<file path="src/logic/erfb_pkg.sv">
// Purpose: Constants, register map and helpers for the embedded RAM FIFO block
// Assumes: One clock i_mclk at 250 MHz; all pins sampled on it
// Notes: Rules below bind the whole block
// Operation
// RULE1: Same-location write during an asynchronous read refreshes the read word.
// RULE2: Writes are refused while full; accepted only when not full.
// RULE3: Reads are refused while empty; accepted only when not empty.
// RULE4: Outside logic avoids access 1 ns to 3 ns after a flag-clearing strobe.
// RULE5: Reset asserts empty, clears counters, zeroes outputs, keeps memory. Equal and at-or-above flags come out high, since the threshold resets to 0.
// RULE6: Active-low pointer reset returns read and write pointers to start.
// RULE7: Three-bit depth select sets depth to two to the select plus one.
// RULE8: Eight-bit threshold gives equal flag and at-or-above flag on count.
// RULE9: Deeper than 256 the threshold doubles; at 512 equal flags at threshold plus one.
// RULE10: Nine-bit write word; parity generation replaces top bit with computed parity.
// RULE11: Parity polarity high selects odd, low selects even, both directions.
// RULE12: Read parity fault rises when the word read fails the parity check.
// RULE13: Write parity fault rises when the incoming word fails the parity check.
// RULE14: A read needs read select low and read strobe low together.
// RULE15: A write needs write select low and write strobe low together.
// RULE16: Synchronous mode times writes by write clock, reads by read clock.
// RULE17: After reset one falling write strobe edge is needed before writing.
// RULE18: Full at count equal depth, empty at zero, pointers wrap modulo depth.
package erfb_pkg;
  localparam int unsigned WORD_W = 9;
  localparam int unsigned PTR_W = 9;
  localparam int unsigned CNT_W = 10;
  localparam int unsigned MEM_DEPTH = 512;
  localparam int unsigned ADDR_W = 4;
  localparam int unsigned DATA_W = 32;
  localparam logic [CNT_W-1:0] WIDE_DEPTH = 10'h100;
  localparam logic [CNT_W-1:0] MAX_DEPTH = 10'h200;

  // Register byte offsets
  localparam logic [ADDR_W-1:0] OFS_CTRL = 4'h0;
  localparam logic [ADDR_W-1:0] OFS_STATUS = 4'h4;
  localparam logic [ADDR_W-1:0] OFS_MASK = 4'h8;
  localparam logic [ADDR_W-1:0] OFS_LEVEL = 4'hc;

  // Control fields
  localparam int unsigned CTL_DEPTH_LSB = 0;
  localparam int unsigned CTL_ODD_BIT = 3;
  localparam int unsigned CTL_GEN_BIT = 4;
  localparam int unsigned CTL_SYNC_BIT = 5;
  localparam int unsigned CTL_THR_LSB = 8;
  localparam logic [DATA_W-1:0] CTRL_RESET = 32'h0000_0007;

  // Status and mask bits
  localparam int unsigned EV_W = 6;
  localparam int unsigned EV_WR_REFUSED = 0;
  localparam int unsigned EV_RD_REFUSED = 1;
  localparam int unsigned EV_WR_PARITY = 2;
  localparam int unsigned EV_RD_PARITY = 3;
  localparam int unsigned EV_BECAME_FULL = 4;
  localparam int unsigned EV_BECAME_EMPTY = 5;
  localparam logic [EV_W-1:0] MASK_RESET = 6'h00;

  // Level register fields
  localparam int unsigned LVL_FULL_BIT = 16;
  localparam int unsigned LVL_EMPTY_BIT = 17;
  localparam int unsigned LVL_EQ_BIT = 18;
  localparam int unsigned LVL_GE_BIT = 19;
  localparam int unsigned LVL_ARMED_BIT = 20;

  // Timing, outside logic only
  localparam int unsigned CLK_PERIOD_PS = 4000;
  localparam int unsigned INDET_START_PS = 1000;
  localparam int unsigned INDET_END_PS = 3000;
  localparam int unsigned FAST_CYCLE_PS = 7500;
  localparam int unsigned INDET_END_CYC =
    (INDET_END_PS + CLK_PERIOD_PS - 1) / CLK_PERIOD_PS;

  // Parity bit that makes the whole word match the selected polarity
  function automatic logic erfb_par_bit(input logic [7:0] d, input logic odd);
    erfb_par_bit = (^d) ^ odd;
  endfunction : erfb_par_bit

  function automatic logic erfb_par_ok(input logic [WORD_W-1:0] w, input logic odd);
    erfb_par_ok = ((^w) == odd);
  endfunction : erfb_par_ok

  function automatic logic [CNT_W-1:0] erfb_depth(input logic [2:0] sel);
    erfb_depth = CNT_W'(2) << sel;
  endfunction : erfb_depth

  function automatic logic [PTR_W-1:0] erfb_wrap(input logic [PTR_W-1:0] p,
                                                 input logic [CNT_W-1:0] depth);
    logic [PTR_W-1:0] mask;
    mask = PTR_W'(depth - CNT_W'(1));
    erfb_wrap = (p + PTR_W'(1)) & mask;
  endfunction : erfb_wrap
endpackage : erfb_pkg

</file>
<file path="src/logic/erfb_fifo.sv">
// Purpose: Single-cell FIFO on a two-port RAM with flags, parity and registers
// Assumes: All pins synchronous to i_mclk; side clocks are sampled levels
// Notes: Mode, depth, threshold and parity set through the control register
//
// Implementation choices: the address map and the address-and-strobe port.
`timescale 1ns/1ps
module erfb_fifo
  import erfb_pkg::*;
(
  input wire logic i_mclk,
  input wire logic i_arst_n,
  input wire logic i_ptr_reset_n,
  input wire logic i_write_side_clock,
  input wire logic i_read_side_clock,
  input wire logic i_write_select_n,
  input wire logic i_write_strobe_n,
  input wire logic i_read_select_n,
  input wire logic i_read_strobe_n,
  input wire logic [WORD_W-1:0] i_write_word,
  output logic [WORD_W-1:0] o_read_word,
  output logic o_full,
  output logic o_empty,
  output logic o_count_equal_flag,
  output logic o_count_at_least_flag,
  output logic o_read_parity_fault,
  output logic o_write_parity_fault,
  input wire logic [ADDR_W-1:0] i_addr,
  input wire logic [DATA_W-1:0] i_wdata,
  input wire logic i_wr,
  input wire logic i_rd,
  output logic [DATA_W-1:0] o_rdata,
  output logic o_irq
);
  logic [WORD_W-1:0] mem [MEM_DEPTH];
  logic [DATA_W-1:0] ctrl_r;
  logic [EV_W-1:0] status_r;
  logic [EV_W-1:0] mask_r;
  logic [EV_W-1:0] events;
  logic [PTR_W-1:0] wr_ptr_r;
  logic [PTR_W-1:0] rd_ptr_r;
  logic [CNT_W-1:0] count_r;
  logic [CNT_W-1:0] depth;
  logic [CNT_W-1:0] thr_eff;
  logic [7:0] thr;
  logic par_odd;
  logic par_gen;
  logic sync_mode;
  logic wclk_q_r;
  logic rclk_q_r;
  logic wpulse_q_r;
  logic rpulse_q_r;
  logic wstrobe_q_r;
  logic armed_r;
  logic rd_active_r;
  logic write_pulse_n;
  logic read_pulse_n;
  logic wr_req;
  logic rd_req;
  logic rd_rise;
  logic push;
  logic fetch;
  logic pop;
  logic full_q_r;
  logic empty_q_r;
  logic [WORD_W-1:0] store_word;

  // RULE7: depth from select
  assign depth = erfb_depth(ctrl_r[CTL_DEPTH_LSB +: 3]);
  assign thr = ctrl_r[CTL_THR_LSB +: 8];
  assign par_odd = ctrl_r[CTL_ODD_BIT];
  assign par_gen = ctrl_r[CTL_GEN_BIT];
  assign sync_mode = ctrl_r[CTL_SYNC_BIT];

  // RULE14: read select with read strobe
  assign read_pulse_n = i_read_select_n | i_read_strobe_n;
  // RULE15: write select with write strobe
  assign write_pulse_n = i_write_select_n | i_write_strobe_n;

  // RULE16: side clocks time sync mode
  always_comb begin
    if (sync_mode) begin
      wr_req = i_write_side_clock & ~wclk_q_r & ~write_pulse_n;
      rd_req = i_read_side_clock & ~rclk_q_r & ~read_pulse_n;
      rd_rise = 1'b0;
    end else begin
      // Async write commits on the pulse's trailing edge, read starts on leading
      wr_req = write_pulse_n & ~wpulse_q_r;
      rd_req = ~read_pulse_n & rpulse_q_r;
      rd_rise = read_pulse_n & ~rpulse_q_r;
    end
  end

  // RULE18: flags from count
  assign o_full = (count_r == depth);
  assign o_empty = (count_r == '0);

  // RULE2: no write when full
  // RULE17: strobe edge arms writes
  assign push = wr_req & ~o_full & armed_r;
  // RULE3: no read when empty
  assign fetch = rd_req & ~o_empty;
  assign pop = sync_mode ? fetch : (rd_rise & rd_active_r);

  // RULE10: generated top bit
  // RULE11: polarity for generation
  assign store_word = par_gen ?
    {erfb_par_bit(i_write_word[7:0], par_odd), i_write_word[7:0]} : i_write_word;

  // RULE9: coarse threshold when deep
  assign thr_eff = (depth > WIDE_DEPTH) ? {1'b0, thr, 1'b0} : {2'b00, thr};

  // RULE8: threshold flags
  always_comb begin
    if (depth == MAX_DEPTH) begin
      // RULE9: equal one word later
      o_count_equal_flag = (count_r == thr_eff + CNT_W'(1));
    end else begin
      o_count_equal_flag = (count_r == thr_eff);
    end
    o_count_at_least_flag = (count_r >= thr_eff);
  end

  always_ff @(posedge i_mclk or negedge i_arst_n) begin
    if (!i_arst_n) begin
      wclk_q_r <= 1'b0;
      rclk_q_r <= 1'b0;
      wpulse_q_r <= 1'b1;
      rpulse_q_r <= 1'b1;
      wstrobe_q_r <= 1'b1;
    end else begin
      wclk_q_r <= i_write_side_clock;
      rclk_q_r <= i_read_side_clock;
      wpulse_q_r <= write_pulse_n;
      rpulse_q_r <= read_pulse_n;
      wstrobe_q_r <= i_write_strobe_n;
    end
  end

  // RULE17: first falling strobe edge
  always_ff @(posedge i_mclk or negedge i_arst_n) begin
    if (!i_arst_n) begin
      armed_r <= 1'b0;
    end else if (!i_ptr_reset_n) begin
      armed_r <= 1'b0;
    end else if (!i_write_strobe_n && wstrobe_q_r) begin
      armed_r <= 1'b1;
    end
  end

  // Memory has no reset: contents survive any reset
  always_ff @(posedge i_mclk) begin
    if (push) begin
      mem[wr_ptr_r] <= store_word;
    end
  end

  // RULE5: reset clears counters only
  // RULE6: pointer reset input
  always_ff @(posedge i_mclk or negedge i_arst_n) begin
    if (!i_arst_n) begin
      wr_ptr_r <= '0;
      rd_ptr_r <= '0;
      count_r <= '0;
    end else if (!i_ptr_reset_n) begin
      wr_ptr_r <= '0;
      rd_ptr_r <= '0;
      count_r <= '0;
    end else begin
      // RULE18: pointers wrap modulo depth
      if (push) begin
        wr_ptr_r <= erfb_wrap(wr_ptr_r, depth);
      end
      if (pop) begin
        rd_ptr_r <= erfb_wrap(rd_ptr_r, depth);
      end
      count_r <= count_r + CNT_W'(push) - CNT_W'(pop);
    end
  end

  // Read word and read parity
  always_ff @(posedge i_mclk or negedge i_arst_n) begin
    if (!i_arst_n) begin
      o_read_word <= '0;
      o_read_parity_fault <= 1'b0;
      rd_active_r <= 1'b0;
    end else if (!i_ptr_reset_n) begin
      // RULE5: outputs go to zero
      o_read_word <= '0;
      o_read_parity_fault <= 1'b0;
      rd_active_r <= 1'b0;
    end else begin
      if (fetch) begin
        o_read_word <= mem[rd_ptr_r];
        // RULE12: check word read out
        o_read_parity_fault <= ~erfb_par_ok(mem[rd_ptr_r], par_odd);
      end else if (rd_active_r && push && (wr_ptr_r == rd_ptr_r)) begin
        // RULE1: refresh on same-location write
        o_read_word <= store_word;
        o_read_parity_fault <= ~erfb_par_ok(store_word, par_odd);
      end
      if (sync_mode) begin
        rd_active_r <= 1'b0;
      end else if (fetch) begin
        rd_active_r <= 1'b1;
      end else if (rd_rise) begin
        rd_active_r <= 1'b0;
      end
    end
  end

  // RULE13: incoming word check
  // RULE11: polarity for checking
  always_ff @(posedge i_mclk or negedge i_arst_n) begin
    if (!i_arst_n) begin
      o_write_parity_fault <= 1'b0;
    end else begin
      // Meaningless while generating, so held low then
      o_write_parity_fault <= ~par_gen & ~erfb_par_ok(i_write_word, par_odd);
    end
  end

  always_ff @(posedge i_mclk or negedge i_arst_n) begin
    if (!i_arst_n) begin
      full_q_r <= 1'b0;
      empty_q_r <= 1'b1;
    end else begin
      full_q_r <= o_full;
      empty_q_r <= o_empty;
    end
  end

  always_comb begin
    events = '0;
    events[EV_WR_REFUSED] = wr_req & (o_full | ~armed_r);
    events[EV_RD_REFUSED] = rd_req & o_empty;
    events[EV_WR_PARITY] = wr_req & ~par_gen & ~erfb_par_ok(i_write_word, par_odd);
    events[EV_RD_PARITY] = fetch & ~erfb_par_ok(mem[rd_ptr_r], par_odd);
    events[EV_BECAME_FULL] = o_full & ~full_q_r;
    events[EV_BECAME_EMPTY] = o_empty & ~empty_q_r;
  end

  // Control and mask registers
  always_ff @(posedge i_mclk or negedge i_arst_n) begin
    if (!i_arst_n) begin
      ctrl_r <= CTRL_RESET;
      mask_r <= MASK_RESET;
    end else if (i_wr) begin
      if (i_addr == OFS_CTRL) begin
        ctrl_r <= {16'h0000, i_wdata[15:8], 2'b00, i_wdata[5:0]};
      end else if (i_addr == OFS_MASK) begin
        mask_r <= i_wdata[EV_W-1:0];
      end
    end
  end

  // Sticky status; a new event beats a clear in the same cycle
  always_ff @(posedge i_mclk or negedge i_arst_n) begin
    if (!i_arst_n) begin
      status_r <= '0;
    end else if (i_wr && (i_addr == OFS_STATUS)) begin
      status_r <= (status_r & ~i_wdata[EV_W-1:0]) | events;
    end else begin
      status_r <= status_r | events;
    end
  end

  always_ff @(posedge i_mclk or negedge i_arst_n) begin
    if (!i_arst_n) begin
      o_rdata <= '0;
    end else if (i_rd) begin
      if (i_addr == OFS_CTRL) begin
        o_rdata <= ctrl_r;
      end else if (i_addr == OFS_STATUS) begin
        o_rdata <= {{(DATA_W-EV_W){1'b0}}, status_r};
      end else if (i_addr == OFS_MASK) begin
        o_rdata <= {{(DATA_W-EV_W){1'b0}}, mask_r};
      end else if (i_addr == OFS_LEVEL) begin
        o_rdata <= {11'h000, armed_r, o_count_at_least_flag, o_count_equal_flag,
                    o_empty, o_full, 6'h00, count_r};
      end else begin
        o_rdata <= '0;
      end
    end else begin
      o_rdata <= '0;
    end
  end

  assign o_irq = |(status_r & mask_r);
endmodule : erfb_fifo

</file>
<file path="config.mk">
export PLATFORM = sky130hd
export DESIGN_NAME = erfb_fifo
export DESIGN_NICKNAME = d
export VERILOG_FILES = /design/src/logic/erfb_pkg.sv /design/src/logic/erfb_fifo.sv
export SDC_FILE = /design/constraint.sdc
export NUM_CORES = 2
export LEC_CHECK = 0
export BUFFER_PORTS_ARGS = -buffer_cell sky130_fd_sc_hd__buf_2
export CORE_MARGIN = 5
export CORE_UTILIZATION = 33
export DETAILED_ROUTE_END_ITERATION = 8
export MAX_ROUTING_LAYER = met4
export PLACE_DENSITY_LB_ADDON = 0.12
export SLEW_MARGIN = 5
export SYNTH_ARGS = -nofsm -noshare
export SYNTH_HDL_FRONTEND = slang
export SYNTH_MEMORY_MAX_BITS = 65536
export SYNTH_SLANG_ARGS = --single-unit
</file>
<file path="constraint.sdc">
create_clock -name i_mclk -period 5.7 [get_ports i_mclk]
set_input_delay 1.425 -clock i_mclk [delete_from_list [all_inputs] [get_ports i_mclk]]
set_output_delay 1.425 -clock i_mclk [all_outputs]
set_load 0.1 [all_outputs]
</file>
### Word-level counts from Yosys, hierarchy flattened

Memories as Yosys holds them, arrays and structs flattened.
Index checks and enable logic that the tools add are counted.

| storage, ports and cells | value |
|---|---|
| bits in latches | 0 |
| input bits | 56 |
| memory bits (writable) | 4608 |
| word-level logic and storage cells | 137 |
| ROM bits | 0 |
| register bits after elaboration | 106 |
| memories kept | 1 |

| operators by class | value |
|---|---|
| add/sub/neg operators | 6 |
| $lt $le $gt $ge | 2 |
| div/mod/pow operators | 0 |
| eq/ne operators | 16 |
| mux-type cells | 32 |
| bitwise gates (word level) | 46 |
| shift-type cells | 1 |
| reduce and logical (&&, ||, !) cells | 14 |
| multipliers | 0 |

Memories:

| memory | depth | width | rd ports | clocked after memory_dff | wr ports | line | text |
|---|---|---|---|---|---|---|---|
| mem | 512 | 9 | 1 | 0 | 1 | erfb_fifo.sv:34 | `logic [WORD_W-1:0] mem [MEM_DEPTH];` |

Operator list:

| kind | number |
|---|---|
| $mux W21 | 4 |
| $mux W9 | 9 |
| $mux W32 | 1 |
| $reduce_xor A9 Y1 | 3 |
| $eq A10 B10 Y1 | 2 |
| $and A1 B1 Y1 | 19 |
| $add A9 B1 Y9 const B | 2 |
| $and A9 B9 Y9 | 2 |
| $mux W1 | 16 |
| $not A1 Y1 | 16 |
| $and A6 B6 Y6 | 2 |
| $or A6 B6 Y6 | 2 |
| $add A10 B1 Y10 | 1 |
| $add A9 B1 Y10 const B | 1 |
| $eq A10 B10 Y1 const B | 1 |
| $eq A10 B9 Y1 | 1 |
| $ge A10 B9 Y1 | 1 |
| $gt A10 B9 Y1 const B | 1 |
| $logic_not A10 Y1 | 1 |
| $mux W10 | 1 |
| $shl A2 B3 Y10 const A | 1 |
| $sub A10 B1 Y10 | 1 |
| $eq A9 B9 Y1 | 1 |
| $sub A9 B1 Y9 const B | 1 |
| 17 further kinds | 27 |

### Longest topological paths before layout

| depth | value |
|---|---|
| word-level depth | 11 |
| depth in mapped cells | 22 |
| mapped depth without buffers | 21 |

### Least setup slack after synthesis

No wires, ideal clock.

| timing | value |
|---|---|
| path type | input-to-reg |
| start | in i_write_word[3] |
| end | mem mem[0][8], data pin |
| required time | 4.784 ns |
| stages on the path | 5 |
| arrival | 5.617 ns |
| setup slack | -0.833 ns |
| path through | xnor2_1 xnor2_1 xnor2_1 xnor2_1 mux2_2 |

| between the ends | value |
|---|---|
| longest elaborated chain between the ends | 3 |

Ends and longest elaborated chain:

| element | line | text |
|---|---|---|
| start, declared | erfb_fifo.sv:19 | `input wire logic [WORD_W-1:0] i_write_word,` |
| $reduce_xor A8 Y1 | erfb_pkg.sv:74 | `erfb_par_bit = (^d) ^ odd;` |
| $xor A1 B1 Y1 | erfb_pkg.sv:74 |  |
| $mux W9 | erfb_fifo.sv:106 | `assign store_word = par_gen ?` |
| via store_word[8] | erfb_fifo.sv:65 | `logic [WORD_W-1:0] store_word;` |
| end, declared | erfb_fifo.sv:34 |  |

The timed path passes the listed nets, and every way through them passes these cells.

### Worst setup path in the final report

| timing | value |
|---|---|
| start | reg rd_ptr_r[0] |
| end | reg o_read_parity_fault |

| between the ends | value |
|---|---|
| longest elaborated chain between the ends | 6 |
| elaborated cells on any way between the ends | 9 |
| those cells by class | 3 x eq/ne; 2 x mux; 1 x bitwise; 2 x reduce/logical; 1 x memory |

Ends and longest elaborated chain:

| element | line | text |
|---|---|---|
| start, declared | erfb_fifo.sv:40 | `logic [PTR_W-1:0] rd_ptr_r;` |
| start signal, assigned | erfb_fifo.sv:174 | `rd_ptr_r <= erfb_wrap(rd_ptr_r, depth);` |
| $mem_v2 Z512 W9 | - |  |
| $reduce_xor A9 Y1 | erfb_pkg.sv:78 | `erfb_par_ok = ((^w) == odd);` |
| $eq A1 B1 Y1 | erfb_pkg.sv:78 |  |
| $not A1 Y1 | erfb_fifo.sv:195 | `o_read_parity_fault <= ~erfb_par_ok(mem[rd_ptr_r], par_odd);` |
| $mux W1 | erfb_fifo.sv:192 | `if (fetch) begin` |
| $mux W1 | erfb_fifo.sv:186 | `end else if (!i_ptr_reset_n) begin` |
| end signal, assigned | erfb_fifo.sv:195 |  |
| end signal, assigned | erfb_fifo.sv:199 | `o_read_parity_fault <= ~erfb_par_ok(store_word, par_odd);` |
| end, declared | erfb_fifo.sv:25 | `output logic o_read_parity_fault,` |

Parallel ways exist; a longest one is shown, timed or not.
A chain may end at the register's enable or synchronous reset.

==> results.json <==
{
  "wl_per_cell_um": 35.07,
  "nFillCells": 50940,
  "grt_pass1_vias": 102300,
  "pwr-share-clk_pct": 43.2,
  "routed_wl_um": 655300,
  "initial_core_util_pct": 33.13,
  "cts_made_buffers": 527,
  "setup_viol": 0,
  "clock_latency_ns": 1.10,
  "drt-initial-drc-count": 11260,
  "switchingPower_uw": 17230,
  "tightest_slew_ns": 1.373,
  "r2r_cells": 17,
  "synth_cell_type_count": 89,
  "final_core_util_pct": 38.97,
  "timing.final.crit_period_ns": 5.602,
  "clock.fmax_mhz": 178.5,
  "cts.sinks": 4703,
  "num_io_pins": 104,
  "power_density_mw_per_mm2": 346.9,
  "final_cell_mix": "edfxtp_1 (4,608), buf_4 (1,034), mux2i_1 (823)",
  "synth_edf_count": 4608,
  "final_common_cell": "edfxtp_1",
  "vias": 101800,
  "grt_max_degree": 201,
  "regArea_mm2": 0.1408,
  "skew_ns": 0.05149,
  "highest_layer": "met4",
  "cts.hold.buffers_added": 0,
  "finalPower_uw": 75910,
  "ir_worst_vdd_v": 0.0003337,
  "drive_gt1_share_pct": 25.33,
  "p_comb_share_pct": 6.0,
  "r2r_start": "rd_ptr_r[0]$_DFFE_PN0P_",
  "yosysWarnings": 0,
  "rrSetupSlack_ns": 0.1,
  "internal-power_uw": 58680,
  "syn_avg_cell_area_um2": 19.28,
  "worstPathMaxFanout": 26,
  "hold_viol": 0,
  "endpoint_kind": "register",
  "dieArea_mm2": 0.5788,
  "ant_nets": 0,
  "grt_pass1_wl_um": 887700,
  "clk_pin_slew_ns": 0.06,
  "firstDrtPassIters": 6,
  "viasPerCell": 5.449,
  "timing.rr.end": "o_read_parity_fault$_DFFE_PN0P_",
  "fp.dieW_um": 760.8,
  "fin_cells": 18690,
  "wl_met2_um": 312600,
  "worst_ep_required_time_ns": 6.70,
  "dp_cells": 17730,
  "placement.io_buffers": 74,
  "grt_overflow": 0,
  "ys_seq_area_share_pct": 75.67,
  "synth_area_mm2": 0.1860,
  "dp_hpwl_um": 426300,
  "cap_violations": 0,
  "dr_wl_met3_um": 40550,
  "dieHeight_um": 760.8,
  "p_leak_uw": 0.06849,
  "multi_input_area_mm2": 0.04154,
  "rsz0062_at_grt": "false",
  "power_frac_seq_pct": 50.8,
  "clockBufferDepth": 4,
  "slew_violations": 0,
  "sw_frac_of_total_pct": 22.70,
  "netlist_instances": 9648,
  "drc": 0,
  "nNetsFinal": 10870,
  "grtUsageTotal_pct": 22.74,
  "gp_congestion": 0.8528,
  "status": "finished, final reports clean",
  "antenna_found_initial": 54,
  "rows": 275,
  "cts-root-buf": "clkbuf_16",
  "cp-start-kind": "register",
  "htree_levels": 6,
  "drt-met1-wl_um": 282600,
  "worstPathArrival_ns": 6.60,
  "syn_to_final_growth_pct": 17.65,
  "critical_path_class": "reg -> reg",
  "synth-main-ff-cell": "edfxtp_1",
  "coreArea_mm2": 0.5615,
  "synth_seq_cells": 4703,
  "slew_headroom_pct": 8.491,
  "hp-class": "in -> async",
  "async_flop_share_pct": 2.020,
  "cts_tree": "done",
  "fin_crit_sh_pct": 98.28
}
routing by layer:
layer / up-vias / track usage (%)
li1: 41770 / -
met1: 55440 / 30.92
met5: - / -
met3: 804 / 3.124
met2: 3812 / 36.11
met4: 0 / 5.965
worst max-delay path by stage:
| stage | to | from | slack, ns |
|---|---|---|---|
| after floorplan | count_r[8]$_DFF_PN0_ | count_r[2]$_DFF_PN0_ | 0.95 |
| after global placement | o_read_parity_fault$_DFFE_PN0P_ | rd_ptr_r[0]$_DFFE_PN0P_ | -0.23 |
| after detailed placement | o_read_parity_fault$_DFFE_PN0P_ | rd_ptr_r[0]$_DFFE_PN0P_ | -0.10 |
| after CTS | o_read_parity_fault$_DFFE_PN0P_ | rd_ptr_r[1]$_DFFE_PN0P_ | 0.05 |
| after global routing | o_read_parity_fault$_DFFE_PN0P_ | rd_ptr_r[0]$_DFFE_PN0P_ | 0.03 |
| final | o_read_parity_fault$_DFFE_PN0P_ | rd_ptr_r[0]$_DFFE_PN0P_ | 0.1 |
worst max-delay path: stages (launching register included):
cell	delay, ns
dfrtp_4	0.69
buf_12	0.29
buf_8	0.33
buf_4	0.31
mux2i_1	0.11
o221ai_1	0.30
a21boi_0	0.23
nor2_1	0.05
a2111oi_0	0.50
buf_4	0.30
o22ai_1	0.17
buf_4	0.22
a22oi_1	0.19
nand4_1	0.38
buf_4	0.29
xnor3_2	0.38
xnor3_1	0.44
a21oi_1	0.17
cells in the mapped netlist (46+ instances only):
library cell  instances  area share (%)
edfxtp_1           4608              74
mux2i_1             823             4.4
mux4_2              680             8.2
nor2_1              675             1.4
a22oi_1             317             1.3
nand2_1             274            0.55
clkbuf_1            272            0.55
a21oi_1             201            0.54
o21ai_0             158            0.43
nand3_1             150            0.40
mux2_2              130            0.79
o22ai_1              98            0.33
buf_2                89            0.24
buf_4                88            0.36
dfrtp_1              88             1.2
o221ai_1             83            0.39
buf_6                76            0.46
a221oi_1             71            0.33
nor3_1               56            0.15
mux4_1               46            0.65
cell families (layout without fill, tap and decap cells):
family          Yosys count  after routing  synth area share [%]
compound gates         1200           1200                 4.463
flops                  4703           4703                 75.67
other cells               2             32              0.004037
buf+inv                 659           2189                 2.259
fa+ha+maj                29             29                0.1991
simple gates           1342           1342                 3.134
xor+xnor                 34             34                0.1755
mux                    1679           1679                 14.10
registers in the layout (all words and copies together) (netlist names), 6 cells and up:
register and cells:
mem 4608, o_rdata 21, ctrl_r 14, count_r 10, o_read_word 9, rd_ptr_r 9
wr_ptr_r 9, mask_r 6, status_r 6
power by group through the flow:
| stage | sequential, uW | combinational, uW | clock, uW |
|---|---|---|---|
| after floorplan | 39400 | 2750 | 0 |
| after global placement | 39300 | 4520 | 0 |
| after detailed placement | 39300 | 4600 | 0 |
| after CTS | 38600 | 4610 | 33500 |
| after global routing | 38600 | 4860 | 34900 |
| final | 38600 | 4550 | 32800 |
area by class of cell:
type | instances | share of cell area (%)
well taps | 7479 | 4.276
inverters | 36 | 0.07032
repair buffers | 1224 | 4.818
clock buffers | 658 | 6.328
flip-flops and latches | 4703 | 64.33
clock inverters | 271 | 1.175
multi-input cells | 4296 | 18.98
diodes | 20 | 0.02287
per-stage QoR:
step | TNS [ns] | worst slack [ns] | instance area [um2] | hold WS, ns
6_report | 0 | 0.09797 | 218900 | 0.4228
5_1_grt | 0 | 0.02664 | 218800 | 0.4172
4_1_cts | 0 | 0.04722 | 218700 | 0.3479
3_5_place_dp | -0.1956 | -0.1023 | 202300 | 0.4392
3_3_place_gp | -0.4234 | -0.2251 | 202300 | 0.4487
2_1_floorplan | 0 | 0.9476 | 186100 | 0.4138
what timing repair did:
item	CTS	global route
endpoints found under the setup margin	2	2
cloned	0	0
gates resized for setup	6	6
buffers inserted	0	5
Note: power is estimated with default switching activity, not from simulation.
